`config.mk`:
```
export PLATFORM = sky130hd
export DESIGN_NAME = exception_arbitration_unit
export DESIGN_NICKNAME = d
export VERILOG_FILES = /design/src/pkg/exarb_pkg.sv /design/src/core/exarb_priority.sv /design/src/core/exception_arbitration_unit.sv
export SDC_FILE = /design/constraint.sdc
export NUM_CORES = 1
export LEC_CHECK = 0
export BUFFER_PORTS_ARGS = -buffer_cell sky130_fd_sc_hd__buf_4
export CORE_ASPECT_RATIO = 0.8
export CORE_MARGIN = 3
export CORE_UTILIZATION = 53
export DETAILED_ROUTE_END_ITERATION = 10
export GPL_ROUTABILITY_DRIVEN = 0
export GPL_TIMING_DRIVEN = 0
export PLACE_DENSITY = 0.84
export SYNTH_ARGS = -nofsm -noshare
export SYNTH_HDL_FRONTEND = slang
export SYNTH_SLANG_ARGS = --single-unit
export TNS_END_PERCENT = 5
```
`constraint.sdc`:
```
create_clock -name core_clk -period 5 [get_ports core_clk]
set_input_delay 0.5 -clock core_clk [delete_from_list [all_inputs] [get_ports core_clk]]
set_output_delay 0.5 -clock core_clk [all_outputs]
set_load 0.01 [all_outputs]
```
`src/pkg/exarb_pkg.sv`:
```
package exarb_pkg;
    // --------------------------------------------------------------------
    // register map (byte addresses on the avalon bus)
    // --------------------------------------------------------------------
    localparam logic [15:0] PENDING_FLAGS_LOW_ADDR  = 16'hfe04;
    localparam logic [15:0] CONTROL_ADDR            = 16'hfe10;
    localparam logic [15:0] STATUS_ADDR             = 16'hfe14;
    localparam logic [15:0] SOURCE_ENABLE_ADDR      = 16'hfe18;
    localparam logic [7:0]  PENDING_FLAGS_LOW_RESET = 8'h00;
    localparam logic [31:0] SOURCE_ENABLE_RESET     = 32'h0000_0000;
    localparam int          PFL_FIRST_BIT           = 2;
    localparam int          PFL_LEVELS              = 6;
    localparam int          NUM_LEVELS              = 24;
    localparam int          CTRL_MASK_BIT           = 0;
    // --------------------------------------------------------------------
    // vectors: level n uses the pair starting at VECTOR_SOFTWARE - 2*n
    // --------------------------------------------------------------------
    localparam logic [15:0] VECTOR_RESET            = 16'hfffe;
    localparam logic [15:0] VECTOR_SOFTWARE         = 16'hfffc;
    localparam logic [4:0]  LEVEL_SOFTWARE          = 5'h00;

    typedef enum logic [2:0] {
        EXARB_RUN    = 3'b000,
        EXARB_STACK  = 3'b001,
        EXARB_VECTOR = 3'b010,
        EXARB_SERVE  = 3'b011,
        EXARB_RETURN = 3'b100
    } exarb_state_t;

    typedef struct packed {
        logic        valid;
        logic        software;
        logic [4:0]  level;
        logic [15:0] vector;
    } exarb_grant_t;

    typedef struct packed {
        logic [15:0] address;
        logic        read;
        logic        write;
        logic [31:0] writedata;
    } exarb_bus_req_t;
endpackage : exarb_pkg

```
`src/core/exarb_priority.sv`:
```
`timescale 1ns/1ns
`default_nettype none
module exarb_priority
    import exarb_pkg::*;
#(
    parameter int LEVELS = NUM_LEVELS
) (
    input  wire logic [LEVELS:1] candidates,
    output logic                 found,
    output logic [4:0]           level
);
    if (LEVELS < 1 || LEVELS > 31) begin : g_levels_check
        $error("exarb_priority: LEVELS out of range");
    end

    // lowest level number wins
    always_comb begin
        found = 1'b0;
        level = 5'h00;
        for (int i = LEVELS; i >= 1; i--) begin
            if (candidates[i]) begin
                found = 1'b1;
                level = 5'(i);
            end
        end
    end
endmodule : exarb_priority
`default_nettype wire

```
`src/core/exception_arbitration_unit.sv`:
```
// Overview of operation
// - handles maskable and software interrupts, reset, and break as flow changes
// - entry stacks registers, then sets the global mask
// - return instruction unstacks registers and normal execution resumes
// - requests latched; arbitration at entry yields a vector select constant
// - latched request follows its source line every cycle, cleared by reset or when the line drops
// - hardware requests wait for the current instruction to finish
// - at boundary start only if mask clear and source enabled
// - highest priority enabled pending request is serviced first
// - request pending at return is serviced before next main instruction
// - upper index byte is never pushed on interrupt entry
// - software interrupt always taken regardless of global mask
// - software interrupt stacks pc, hardware interrupt stacks pc minus one
// - fixed levels: reset and software at 0, peripherals at 1 to 24
// - first status register read-only, reset zero, bits 7:2 show levels 6:1
// - flag reads one while its source requests, else zero
// - bits 1 and 0 read zero, writes ignored
// - global mask gates all sources except the software interrupt and break
// - reset never arbitrated, always highest priority
// - break forces the software interrupt vector
//
// Decided for this implementation: the Avalon-MM register port.
`timescale 1ns/1ns
`default_nettype none
module exception_arbitration_unit
    import exarb_pkg::*;
#(
    parameter int LEVELS = NUM_LEVELS
) (
    input  wire logic              core_clk,
    input  wire logic              nrst,
    // avalon-mm slave
    input  wire logic [15:0]       avs_address,
    input  wire logic              avs_read,
    input  wire logic              avs_write,
    input  wire logic [31:0]       avs_writedata,
    input  wire logic [3:0]        avs_byteenable,
    output logic [31:0]            avs_readdata,
    output logic                   avs_waitrequest,
    // peripheral request lines, level 1 at bit 1
    input  wire logic [LEVELS:1]   source_request,
    // cpu core side
    input  wire logic              instr_boundary,
    input  wire logic              software_interrupt,
    input  wire logic              break_request,
    input  wire logic              return_from_interrupt,
    input  wire logic              stack_done,
    input  wire logic              unstack_done,
    input  wire logic              mask_clear,
    input  wire logic [15:0]       program_counter,
    output logic                   take_interrupt,
    output logic                   stack_request,
    output logic                   unstack_request,
    output logic                   push_upper_index,
    output logic [15:0]            stacked_pc,
    output logic [15:0]            vector_address,
    output logic [4:0]             vector_level,
    output logic                   vector_valid,
    output logic                   discard_prefetch,
    output logic                   global_mask
);
    if (LEVELS < PFL_LEVELS || LEVELS > 31) begin : g_levels_check
        $error("exception_arbitration_unit: LEVELS out of range");
    end

    // --------------------------------------------------------------------
    // helpers
    // --------------------------------------------------------------------
    function automatic logic [15:0] level_vector(input logic [4:0] lvl);
        // level 0 is the software pair, each further level one pair lower
        level_vector = VECTOR_SOFTWARE - {10'h000, lvl, 1'b0};
    endfunction : level_vector

    // one-hot and below-level masks over the request vector
    function automatic logic [LEVELS:1] level_bit(input logic [4:0] lvl);
        level_bit = '0;
        for (int i = 1; i <= LEVELS; i++) begin
            level_bit[i] = (lvl == 5'(i));
        end
    endfunction : level_bit

    function automatic logic [LEVELS:1] below_level(input logic [4:0] lvl);
        below_level = '0;
        for (int i = 1; i <= LEVELS; i++) begin
            below_level[i] = (5'(i) < lvl);
        end
    endfunction : below_level

    exarb_state_t state;
    exarb_grant_t grant;
    logic [31:0]  source_enable;
    logic [LEVELS:1] live_request;
    logic [LEVELS:1] candidates;
    logic         hw_found;
    logic [4:0]   hw_level;
    logic         after_return;
    logic         bus_access;
    logic [31:0]  next_readdata;
    logic         read_pending;
    exarb_bus_req_t bus_req;

    assign bus_req = '{address: avs_address, read: avs_read, write: avs_write, writedata: avs_writedata};

    // --------------------------------------------------------------------
    // request latch and arbitration
    // --------------------------------------------------------------------
    // reset is handled by nrst alone and never reaches this arbiter
    always_ff @(posedge core_clk) begin
        if (!nrst) begin
            live_request <= '0;
        end else begin
            live_request <= source_request;
        end
    end

    // gating ahead of the arbiter keeps a masked or disabled source from winning a level
    assign candidates = live_request & source_enable[LEVELS:1] & {LEVELS{~global_mask}};

    exarb_priority #(
        .LEVELS (LEVELS)
    ) u_priority (
        .candidates (candidates),
        .found      (hw_found),
        .level      (hw_level)
    );

    // --------------------------------------------------------------------
    // exception sequencer
    // --------------------------------------------------------------------
    // decisions only at instruction boundaries, never mid-instruction
    always_ff @(posedge core_clk) begin
        if (!nrst) begin
            state        <= EXARB_RUN;
            grant        <= '0;
            stacked_pc   <= 16'h0000;
            after_return <= 1'b0;
        end else begin
            case (state)
                EXARB_RUN: begin
                    after_return <= 1'b0;
                    if (instr_boundary) begin
                        if (software_interrupt || break_request) begin
                            grant      <= '{valid: 1'b1, software: 1'b1, level: LEVEL_SOFTWARE,
                                            vector: VECTOR_SOFTWARE};
                            stacked_pc <= program_counter;
                            state      <= EXARB_STACK;
                        end else if (hw_found) begin
                            grant      <= '{valid: 1'b1, software: 1'b0, level: hw_level,
                                            vector: level_vector(hw_level)};
                            stacked_pc <= program_counter - 16'h0001;
                            state      <= EXARB_STACK;
                        end
                    end
                end
                EXARB_STACK: begin
                    if (stack_done) begin
                        state <= EXARB_VECTOR;
                    end
                end
                EXARB_VECTOR: begin
                    state <= EXARB_SERVE;
                end
                EXARB_SERVE: begin
                    if (return_from_interrupt) begin
                        state <= EXARB_RETURN;
                    end
                end
                EXARB_RETURN: begin
                    if (unstack_done) begin
                        grant        <= '0;
                        after_return <= 1'b1;
                        state        <= EXARB_RUN;
                    end
                end
                default: begin
                    state <= EXARB_RUN;
                end
            endcase
        end
    end

    // global mask: set after stacking, restored clear by return unless core clears it
    always_ff @(posedge core_clk) begin
        if (!nrst) begin
            global_mask <= 1'b1;
        end else if (state == EXARB_STACK && stack_done) begin
            global_mask <= 1'b1;
        end else if (mask_clear || (state == EXARB_RETURN && unstack_done)) begin
            global_mask <= 1'b0;
        end
    end

    assign take_interrupt   = (state == EXARB_STACK);
    assign stack_request    = (state == EXARB_STACK);
    assign unstack_request  = (state == EXARB_RETURN);
    assign push_upper_index = 1'b0;
    assign vector_valid     = (state == EXARB_VECTOR);
    assign vector_address   = grant.vector;
    assign vector_level     = grant.level;
    // immediate re-entry after return makes the prefetched opcode redundant
    assign discard_prefetch = after_return && instr_boundary && (hw_found || software_interrupt);

    // --------------------------------------------------------------------
    // register file
    // --------------------------------------------------------------------
    always_ff @(posedge core_clk) begin
        if (!nrst) begin
            source_enable <= SOURCE_ENABLE_RESET;
        end else if (bus_req.write && bus_req.address == SOURCE_ENABLE_ADDR) begin
            for (int b = 0; b < 4; b++) begin
                if (avs_byteenable[b]) begin
                    source_enable[b*8 +: 8] <= bus_req.writedata[b*8 +: 8];
                end
            end
        end
    end

    // pending flags mirror live requests, ignoring enables and mask
    always_comb begin
        next_readdata = 32'h0000_0000;
        case (bus_req.address)
            PENDING_FLAGS_LOW_ADDR: begin
                next_readdata[PFL_FIRST_BIT +: PFL_LEVELS] = live_request[PFL_LEVELS:1];
            end
            CONTROL_ADDR: begin
                next_readdata[CTRL_MASK_BIT] = global_mask;
            end
            STATUS_ADDR: begin
                next_readdata[LEVELS:1] = live_request;
            end
            SOURCE_ENABLE_ADDR: begin
                next_readdata = source_enable;
            end
            default: begin
                next_readdata = 32'h0000_0000;
            end
        endcase
    end

    // reads take one wait cycle; writes complete at once
    assign bus_access      = bus_req.read && !read_pending;
    assign avs_waitrequest = bus_access;

    always_ff @(posedge core_clk) begin
        if (!nrst) begin
            read_pending <= 1'b0;
            avs_readdata <= 32'h0000_0000;
        end else begin
            read_pending <= bus_access;
            if (bus_access) begin
                avs_readdata <= next_readdata;
            end
        end
    end
endmodule : exception_arbitration_unit
`default_nettype wire

```
==> results of run 1 <==
[power by group]
| group | leakage, nW | total [W] | switching [W] | internal, W |
|---|---|---|---|---|
| Sequential | 0.991 | 0.00104 | 0.0000322 | 0.00101 |
| Combinational | 2.00 | 0.000319 | 0.000155 | 0.000165 |
| Clock | 0.267 | 0.00110 | 0.000406 | 0.000697 |
| Total | 3.25 | 0.00246 | 0.000593 | 0.00187 |
[cell families (layout without fill, tap and decap cells)]
kind of cell,after synthesis,in the layout,synth area share
adders and majority gates,2,2,0.004702
xor gates and xnor gates,15,15,0.02469
AOI/OAI and AO/OA,110,110,0.1641
DFF,121,121,0.4552
muxes,40,40,0.07571
buffers and inverters,55,259,0.05337
other,1,2,0.0007047
and+or+nand+nor,241,241,0.2215
[path summary, 6_finish.rpt]
check / end / slack, ns / cells after the start
hold reg to reg: avs_readdata[30]$_SDFFE_PN0P_ / 0.45 / 2
setup / recovery: discard_prefetch / 2.18 / 5
setup reg to reg: vector_address[3]$_SDFFE_PN0P_ / 2.46 / 10
hold / removal: live_request[20]$_SDFF_PN0_ / 0.29 / 2
[through the flow]
step / worst slack [ns] / instance area [sq um] / hold slack [ns] / instances
4_1_cts: 2.186 / 7347 / 0.2802 / 926
6_report: 2.182 / 7347 / 0.2859 / 926
5_1_grt: 2.114 / 7347 / 0.2805 / 926
2_1_floorplan: 2.850 / 5325 / 0.4476 / 586
3_5_place_dp: 2.312 / 6817 / 0.4462 / 898
3_3_place_gp: 2.422 / 6817 / 0.4404 / 898
[worst max-delay path, delay by kind of cell, from the launching register on]
kind	cells	cell delay, ns
AO/OA/AOI/OAI	2	0.45
buffers and inverters	2	0.41
flip-flops	1	0.47
AND/OR/NAND/NOR	1	0.58
[Yosys cell counts, types with 2 or more instances]
library cell / number / area share
a32oi_1: 4 / 0.0066
o211ai_1: 3 / 0.0042
or4_1: 2 / 0.0028
nor4_2: 2 / 0.0047
and2_1: 27 / 0.032
nor3_1: 35 / 0.033
xor2_1: 6 / 0.0099
a221oi_1: 21 / 0.035
dfxtp_1: 121 / 0.46
a41oi_1: 2 / 0.0033
ha_1: 2 / 0.0047
a21oi_1: 21 / 0.020
buf_2: 4 / 0.0038
a311oi_1: 4 / 0.0066
nor4_1: 2 / 0.0024
clkbuf_1: 23 / 0.016
nand3b_1: 5 / 0.0071
nor2_1: 96 / 0.068
nand3_1: 14 / 0.013
nand2b_1: 4 / 0.0047
nor2_2: 2 / 0.0024
buf_4: 17 / 0.024
a211oi_1: 20 / 0.028
a22o_1: 2 / 0.0033
inv_1: 6 / 0.0042
xnor2_1: 9 / 0.015
a22oi_1: 8 / 0.011
buf_1: 3 / 0.0021
mux2i_1: 38 / 0.071
nand2_1: 33 / 0.023
a22oi_2: 4 / 0.0094
o21ai_0: 3 / 0.0028
mux2_2: 2 / 0.0042
a31oi_1: 3 / 0.0035
or3_1: 3 / 0.0035
nor3b_1: 3 / 0.0042
a21boi_0: 2 / 0.0028
[flip-flops by register name, indices dropped and copies added, names as in the netlist]
| register | cells |
|---|---|
| state | 3 |
| avs_readdata | 32 |
| source_enable | 32 |
| live_request | 24 |
| after_return | 1 |
| stacked_pc | 16 |
| read_pending | 1 |
| global_mask | 1 |
| vector_level | 5 |
| vector_address | 6 |
[metal layers]
layer,up-vias,global-route usage,part of all wire
met4,0,0.1210,0.023
met2,254,0.4735,0.48
li1,2479,-,-
met1,2531,0.3685,0.41
met5,-,0,0
met3,41,0.08185,0.087
[cell type report]
| cell class | count | area [sq um] |
|---|---|---|
| buffer | 49 | 261.5 |
| clock buffer | 25 | 515.5 |
| clock inverter | 3 | 15.01 |
| fill | 675 | 2382 |
| timing repair buffer | 176 | 1321 |
| inverter | 6 | 22.52 |
| tap | 136 | 170.2 |
| sequential | 121 | 2422 |
| multi-input combinational | 410 | 2619 |
==> flow_summary.toml, run 1 <==
[status]
outcome = "finished clean"

[timing]
hold_viol = 0
fin_skew_ns = 0.008555
fmaxAchievable_mhz = 354.8
min_period_ns = 2.818
report.final.slew_viol_count = 0
tightest_slew_ns = 0.6979
final.setup.tns_ns = 0
grt_setup_unrepaired = "false"
timing.slew.headroom = 0.5309
setup_viol = 0
min_period_over_period = 0.5636

[critical_path]
critical-path-slowest-cell = "or4_4"
worst-path-max-fanout = 10
critical-path-max-stage-delay_ns = 0.58
crit_path_cell_trace = "buf_2 > a41oi_1 > or4_4 > o311a_1 > buf_4"
crit_start = "global_mask$_SDFFE_PP1P_"
timing.critical_path.to_type = "primary output"
timing.critical_path.from_type = "flip-flop"
worstSetupPathType = "reg -> out"
cp.arrival_ns = 2.32
worst_ep_required_time_ns = 4.50
r2r-start = "global_mask$_SDFFE_PP1P_"

[cts]
clock_sink_count = 121
ctsRootBufferMaster = "clkbuf_16"
tritoncts.num_buffers = 17
h-tree-depth = 4
worst_skew_pair.late_latency_ns = 0.42
cts_max_path_buffers = 2
cts_hold_repair.buffers = 0
tritoncts = "done"
cts-resized-gates = 0
clkSlewWorstSetupHoldPaths_ns = 0.05
cts_setup_buffers = 0

[floorplan]
dieHeight_um = 95.62
design.die.area_sq_um = 11290
dieWidth_um = 118.0
placement_rows = 32
core_area_sq_um = 9729
initial_utilization = 0.5469
number_of_top_level_pins = 180

[yosys]
ys.warnings.count = 0
synth_cells = 585
syn-cell-area_sq_um = 5321
synth.yosys.seq_area_share = 0.4552
number_of_library_cell_types_mapped_by_synthesis = 66
synth_async_sr_flop_share = 0
ys.flop_type = "dfxtp_1"
postSynthAreaPerCell_sq_um = 9.096
post_synth_edffs = 0
postSynthRegisterBits = 121

[placed_design]
port_buffers = 176
dp.final_hpwl_um = 12210

[min_path]
worst_hold_startpoint = "source_request[20]"
timing.hold.worst.class = "in -> reg"

[detailed_routing]
drt_pass1_iterations = 5
post_drt_wl_per_cell_um = 17.71
ant_nets = 0
detailroute.via_count = 5305
initialDrtViolationCount = 510
wirelength_um = 16400
drc = 0
route.detailed.vias_per_inst = 5.729

[power]
power-per-cell-area_nw_per_um2 = 335.5
max-vdd-ir-drop_uv = 241.5
power.leakage_nw = 3.253
power_w = 0.002465

[global_route]
antenna_found_initial = 0
global_route.usage.total = 0.2910
grt_overflow = 0
grt_first_pass_wirelength_um = 25620
vias_in_the_first_global_route = 5065
grt_start_max_net_pins = 17

[layout]
n_antenna_cell = 0
mostFrequentLayoutCell = "buf_4"
final_layout_size_suffix_gt1_frac = 0.3089
mostFrequentLayoutCells = "buf_4 (193), dfxtp_1 (121), nor2_1 (96), mux2i_1 (38), nor3_1 (35)"
layout.nets = 886
syn2layout_area_growth_pct = 38.07
final_core_util = 0.7551

[flow_run]
count_of_max_cap_constraint_violations = 0
No activity file was read; power rests on OpenSTA's default activity.
==> run 2: changes to the inputs <==
--- a/config.mk
+++ b/config.mk
@@ -8,11 +8,11 @@
 export BUFFER_PORTS_ARGS = -buffer_cell sky130_fd_sc_hd__buf_4
 export CORE_ASPECT_RATIO = 0.8
 export CORE_MARGIN = 3
-export CORE_UTILIZATION = 53
+export CORE_UTILIZATION = 50
 export DETAILED_ROUTE_END_ITERATION = 10
 export GPL_ROUTABILITY_DRIVEN = 0
 export GPL_TIMING_DRIVEN = 0
-export PLACE_DENSITY = 0.84
+export PLACE_DENSITY = 0.79
 export SYNTH_ARGS = -nofsm -noshare
 export SYNTH_HDL_FRONTEND = slang
 export SYNTH_SLANG_ARGS = --single-unit
==> constraint.sdc (replaced) <==
create_clock -name core_clk -period 2.92 [get_ports core_clk]
set_input_delay 0.292 -clock core_clk [delete_from_list [all_inputs] [get_ports core_clk]]
set_output_delay 0.292 -clock core_clk [all_outputs]
set_load 0.01 [all_outputs]
==> flow_summary.toml, run 2 (synthesis results as in run 1) <==
[floorplan]
design.die.area_sq_um = 11920
number_of_top_level_pins = 180
core_area_sq_um = 10320
dieWidth_um = 121.3
initial_utilization = 0.5155
placement_rows = 33
dieHeight_um = 98.27

[critical_path]
critical_path_depth = 5
worstSetupPathType = "reg -> out"
timing.critical_path.to_type = "primary output"
critPathBufInv = 2
cp.arrival_ns = 2.32
worst-path-max-fanout = 10
critical_path.endpoint = "discard_prefetch"
r2r-end = "vector_address[3]$_SDFFE_PN0P_"
r2r-start = "global_mask$_SDFFE_PP1P_"
worst_ep_required_time_ns = 2.63
crit_path_cell_trace = "buf_2 > a41oi_1 > or4_4 > o311a_1 > buf_4"
timing.critical_path.from_type = "flip-flop"
crit_start = "global_mask$_SDFFE_PP1P_"
reg2reg_depth = 10
critical-path-max-stage-delay_ns = 0.58
critical-path-slowest-cell = "or4_4"
critical-path-top-delay-family = "simple AND/OR/NAND/NOR gates"
regToRegSetupSlack_ns = 0.44

[timing]
setup_viol = 0
hold_viol = 0
grt_setup_unrepaired = "false"
fin_skew_ns = 0.007148
min_period_ns = 2.614
fmaxAchievable_mhz = 382.5
tightest_slew_ns = 0.7336
final.setup.tns_ns = 0
report.final.slew_viol_count = 0
min_period_over_period = 0.8953
timing.slew.headroom = 0.5069

[status]
outcome = "finished clean"

[layout]
filler_cell_count = 797
n_antenna_cell = 0
top_regs = "avs_readdata (32), source_enable (32), live_request (24)"
layout.nets = 886
mostFrequentLayoutCell = "buf_4"
stdcell_count = 934
final_core_util = 0.7179
final_layout_size_suffix_gt1_frac = 0.3123
mostFrequentLayoutCells = "buf_4 (193), dfxtp_1 (121), nor2_1 (96), mux2i_1 (38), nor3_1 (35)"
stdcell_area_sq_um = 7411
syn2layout_area_growth_pct = 39.27

[power]
power.leakage_nw = 3.275
max-vdd-ir-drop_uv = 380.2
power-per-cell-area_nw_per_um2 = 588.0

[global_route]
global_route.usage.total = 0.2645
grt_first_pass_wirelength_um = 24850
grt_overflow = 0
vias_in_the_first_global_route = 4949
antenna_found_initial = 0
grt_start_max_net_pins = 17

[detailed_routing]
initialDrtViolationCount = 383
drc = 0
drt_pass1_iterations = 5
wirelength_um = 15810
route.detailed.vias_per_inst = 5.579
post_drt_wl_per_cell_um = 16.93
detailroute.via_count = 5211
ant_nets = 0

[cts]
clkSlewWorstSetupHoldPaths_ns = 0.05
clock_sink_count = 121
h-tree-depth = 4
tritoncts.num_buffers = 17
worst_skew_pair.late_latency_ns = 0.41
tritoncts = "done"
cts-resized-gates = 0
ctsRootBufferMaster = "clkbuf_16"
cts_setup_buffers = 0
cts_max_path_buffers = 2
cts_hold_repair.buffers = 0

[placed_design]
numPlacedInstances = 902
port_buffers = 176
dp.final_hpwl_um = 11960
place_area_sq_um = 6822

[min_path]
timing.hold.worst.class = "in -> reg"
cell_depth_of_the_worst_hold_path = 2

[flow_run]
count_of_max_cap_constraint_violations = 0
run 2: cell types whose count changed in the layout (fill, tap and decap cells not counted):
| cell | delta |
|---|---|
| clkinvlp_4 | +2 |
| bufinv_16 | +1 |
| clkbuf_8 | +1 |
run 2: worst min path at each step:
stage / start / end / slack [ns]
2_1_floorplan: nrst / live_request[1]$_SDFF_PN0_ / 0.41
3_3_place_gp: avs_readdata[29]$_SDFFE_PN0P_ / avs_readdata[29]$_SDFFE_PN0P_ / 0.44
3_5_place_dp: avs_readdata[30]$_SDFFE_PN0P_ / avs_readdata[30]$_SDFFE_PN0P_ / 0.44
4_1_cts: source_request[20] / live_request[20]$_SDFF_PN0_ / 0.08
5_1_grt: source_request[22] / live_request[22]$_SDFF_PN0_ / 0.09
6_report: source_request[20] / live_request[20]$_SDFF_PN0_ / 0.09
run 2: metrics by stage:
stage / hold slack (ns) / power [W] / setup WS (ns)
after global routing: 0.08578 / 0.004506 / 0.2347
after global placement: 0.4412 / 0.002337 / 0.4574
final: 0.08690 / 0.004357 / 0.3057
after detailed placement: 0.4449 / 0.002351 / 0.4465
after CTS: 0.07805 / 0.004371 / 0.3025
after floorplan: 0.4137 / 0.002060 / 0.8389
run 2: worst reg2reg max path, cell delays in order (launching register included):
cell and delay, ns:
dfxtp_1 0.48, buf_2 0.26, buf_1 0.36, nor3_1 0.12, nor4_1 0.19, nor3_1 0.12, o21a_1 0.22, ha_1 0.20
inv_1 0.08, xnor2_1 0.07, a221oi_1 0.28
run 2: routing by layer:
metal / part of all wire / track usage / wire (um)
met5: 0 / 0 / 0
met4: 0.016 / 0.08096 / 257
met3: 0.083 / 0.06717 / 1314
met2: 0.46 / 0.4055 / 7195
met1: 0.45 / 0.3681 / 7041
run 2: power breakdown:
part	total [W]	internal, W	switching (W)
Clock	0.00203	0.00132	0.000709
Sequential	0.00178	0.00173	0.0000550
Combinational	0.000541	0.000281	0.000259
run 2: area by class of cell:
| cell class | instances | area (sq um) | area share |
|---|---|---|---|
| inverters | 6 | 22.52 | 0.003039 |
| multi-input cells | 410 | 2619 | 0.3534 |
| flip-flops and latches | 121 | 2422 | 0.3269 |
| repair buffers | 176 | 1321 | 0.1783 |
| clock buffers | 26 | 529.3 | 0.07142 |
| plain buffers | 49 | 261.5 | 0.03529 |
| well taps | 140 | 175.2 | 0.02364 |
| clock inverters | 6 | 60.06 | 0.008104 |
==> run 3: changes to the inputs <==
--- a/config.mk
+++ b/config.mk
@@ -8,12 +8,13 @@
 export BUFFER_PORTS_ARGS = -buffer_cell sky130_fd_sc_hd__buf_4
 export CORE_ASPECT_RATIO = 0.8
 export CORE_MARGIN = 3
-export CORE_UTILIZATION = 50
+export CORE_UTILIZATION = 51
 export DETAILED_ROUTE_END_ITERATION = 10
 export GPL_ROUTABILITY_DRIVEN = 0
 export GPL_TIMING_DRIVEN = 0
-export PLACE_DENSITY = 0.79
+export PLACE_DENSITY = 0.8
 export SYNTH_ARGS = -nofsm -noshare
 export SYNTH_HDL_FRONTEND = slang
+export SYNTH_HIERARCHICAL = 1
 export SYNTH_SLANG_ARGS = --single-unit
 export TNS_END_PERCENT = 5
==> constraint.sdc (replaced) <==
create_clock -name core_clk -period 2.92 [get_ports core_clk]
set_input_delay 0.292 -clock core_clk [delete_from_list [all_inputs] [get_ports core_clk]]
set_output_delay 0.292 -clock core_clk [all_outputs]
set_load 0.005 [all_outputs]
==> flow_summary.toml, run 3 <==
[detailed_routing]
ant_nets = 0
wirelength_um = 18090
post_drt_wl_per_cell_um = 17.72
drt_pass1_iterations = 5
detailroute.via_count = 5977
initialDrtViolationCount = 616
route.detailed.vias_per_inst = 5.854
drc = 0

[critical_path]
worst_ep_required_time_ns = 3.20
regToRegSetupSlack_ns = 0.12
timing.critical_path.to_type = "flip-flop"
r2r-start = "global_mask$_SDFFE_PP1P_"
crit_start = "global_mask$_SDFFE_PP1P_"
critPathBufInv = 3
worstSetupPathType = "reg -> reg"
timing.critical_path.from_type = "flip-flop"
r2r-end = "stacked_pc[15]$_SDFFE_PN0P_"
critical-path-slowest-cell = "dfxtp_4"
worst-path-max-fanout = 10
critical-path-top-delay-family = "simple AND/OR/NAND/NOR gates"
critical-path-max-stage-delay_ns = 0.43
crit_path_cell_trace = "buf_6 > and3b_1 > nor4_4 > nand2_1 > nor2_1 > nand4_1 > o31a_1 > and2_1 > clkbuf_1 > buf_4 > o21ai_0 > a31oi_1"
cp.arrival_ns = 3.07
reg2reg_depth = 12

[timing]
setup_ws_post_layout_ns = 0.1247
hold_viol = 0
timing.slew.headroom = 0.2239
report.final.slew_viol_count = 0
setup_viol = 0
fin_skew_ns = 0.005931
min_period_ns = 2.795
tightest_slew_ns = 1.154
min_period_over_period = 0.9573
fmaxAchievable_mhz = 357.7

[floorplan]
dieHeight_um = 99.71
number_of_top_level_pins = 180
dieWidth_um = 123.1
core_area_sq_um = 10490
placement_rows = 33
initial_utilization = 0.5338
design.die.area_sq_um = 12280

[min_path]
cell_depth_of_the_worst_hold_path = 2
worst_hold_startpoint = "source_request[6]"
timing.hold.worst.class = "in -> reg"
hold_end = "live_request[6]$_SDFF_PN0_"

[global_route]
gr-max-usage-layer = "met2"
vias_in_the_first_global_route = 5806
grt_start_max_net_pins = 17
grt_first_pass_wirelength_um = 28210
antenna_found_initial = 0
grt.met1_usage = 0.3849
grt_use_met2 = 0.4687
global_route.usage.met3 = 0.06595
global_route.usage.total = 0.2927
grt_overflow = 0

[yosys]
synth_top_cell_by_area = "dfxtp_1"
post_synth_most_frequent_cells = "dfxtp_1 (121), a21oi_1 (76), nand3_1 (58)"
netlist.area_leader.share = 0.4327
ys.warnings.count = 6
ys_top_cells_by_area = "dfxtp_1 (43%), a21oi_1 (6.8%), nand3_1 (5.2%)"
yosys.cell_count.top_type = "dfxtp_1"
postSynthAreaPerCell_sq_um = 8.368
ys.flop_type = "dfxtp_1"
post_synth_edffs = 0
synth_async_sr_flop_share = 0
postSynthRegisterBits = 121
syn-cell-area_sq_um = 5598
number_of_library_cell_types_mapped_by_synthesis = 55
synth.yosys.seq_area_share = 0.4327
synth_cells = 669

[cts]
worst_skew_pair.late_latency_ns = 0.41
ctsRootBufferMaster = "clkbuf_16"
cts_max_path_buffers = 2
tritoncts.num_buffers = 17
h-tree-depth = 4
tritoncts = "done"
clock_sink_count = 121
clkSlewWorstSetupHoldPaths_ns = 0.06

[layout]
syn2layout_area_growth_pct = 39.38
register_area_sq_um = 2426
filler_cell_count = 819
mostFrequentLayoutCell = "buf_4"
final_layout_size_suffix_gt1_frac = 0.2872
layout.nets = 974
stdcell_area_sq_um = 7802
mostFrequentLayoutCells = "buf_4 (194), dfxtp_1 (120), a21oi_1 (76), nand3_1 (58), nand2_1 (50)"
n_antenna_cell = 0
top_regs = "avs_readdata (32), source_enable (32), live_request (24)"
multi_input_comb_area_sq_um = 2940

[placed_design]
detailedPlace.worstSlack_ns = -0.4531
port_buffers = 177
dp.final_hpwl_um = 13420
place_area_sq_um = 7106

[status]
outcome = "finished clean"

[power]
power.leakage_nw = 3.263
power_w = 0.004249
max-vdd-ir-drop_uv = 428.1
power-per-cell-area_nw_per_um2 = 544.6

[flow_run]
count_of_max_cap_constraint_violations = 0
## run 3: timing repair
item / CTS / global route
endpoints found under the setup margin: 28 / 26
gates resized for setup: 9 / 28
pin swaps: 0 / 4
hold buffers: 0 / 0
buffers inserted: 0 / 3
## run 3: area by class of cell
cell class / count / share of cell area
well taps: 140 / 0.02245
multi-input cells: 479 / 0.3768
repair buffers: 180 / 0.1732
clock buffers: 17 / 0.05452
clock inverters: 14 / 0.01956
flip-flops and latches: 121 / 0.3109
inverters: 11 / 0.005292
plain buffers: 59 / 0.03720
## run 3: stage by stage
step	hold slack (ns)	std cells	utilization	setup TNS, ns
6_report	0.08542	1021	0.7440	0
4_1_cts	0.07567	1018	0.7354	0
3_5_place_dp	0.4455	987	0.6775	-10.15
5_1_grt	0.07514	1021	0.7440	-0.01796
3_3_place_gp	0.4413	987	0.6775	-9.889
2_1_floorplan	0.4193	670	-	0
## run 3: cells by family after synthesis
group,synth area share
xor gates and xnor gates,0.01878
buffers and inverters,0.05566
and+or+nand+nor,0.2684
adders and majority gates,0.004470
other,0.0006699
AOI/OAI and AO/OA,0.2175
DFF,0.4327
muxes,0.001788
## run 3: worst max-delay path by stage
stage                                       to  slack, ns  cells after the start
2_1_floorplan  vector_address[14]$_SDFFE_PN0P_       0.28                     11
5_1_grt             stacked_pc[6]$_SDFFE_PN0P_     -0.008                     12
3_5_place_dp       stacked_pc[11]$_SDFFE_PN0P_      -0.45                     10
4_1_cts            stacked_pc[10]$_SDFFE_PN0P_       0.02                     12
3_3_place_gp       stacked_pc[11]$_SDFFE_PN0P_      -0.43                     10
6_report           stacked_pc[15]$_SDFFE_PN0P_       0.12                     12
## run 3: metal layers
metal  wire [um]  up-vias  share of wire
li1            -     2833              -
met1        7605     2784           0.42
met3        1508       46          0.083
met5           0        -              0
met2        8493      314           0.47
met4         486        0          0.027
## run 3: power breakdown
| group | internal [W] | switching (W) |
|---|---|---|
| clock | 0.00125 | 0.000781 |
| sequential | 0.00171 | 0.0000377 |
| combinational | 0.000249 | 0.000222 |
## run 3: worst register-to-register path: stages (launching register included)
cell and delay [ns]:
dfxtp_4 0.43, buf_6 0.15, and3b_1 0.24, nor4_4 0.34, nand2_1 0.08, nor2_1 0.14, nand4_1 0.17, o31a_1 0.36
and2_1 0.15, clkbuf_1 0.16, buf_4 0.20, o21ai_0 0.18, a31oi_1 0.06
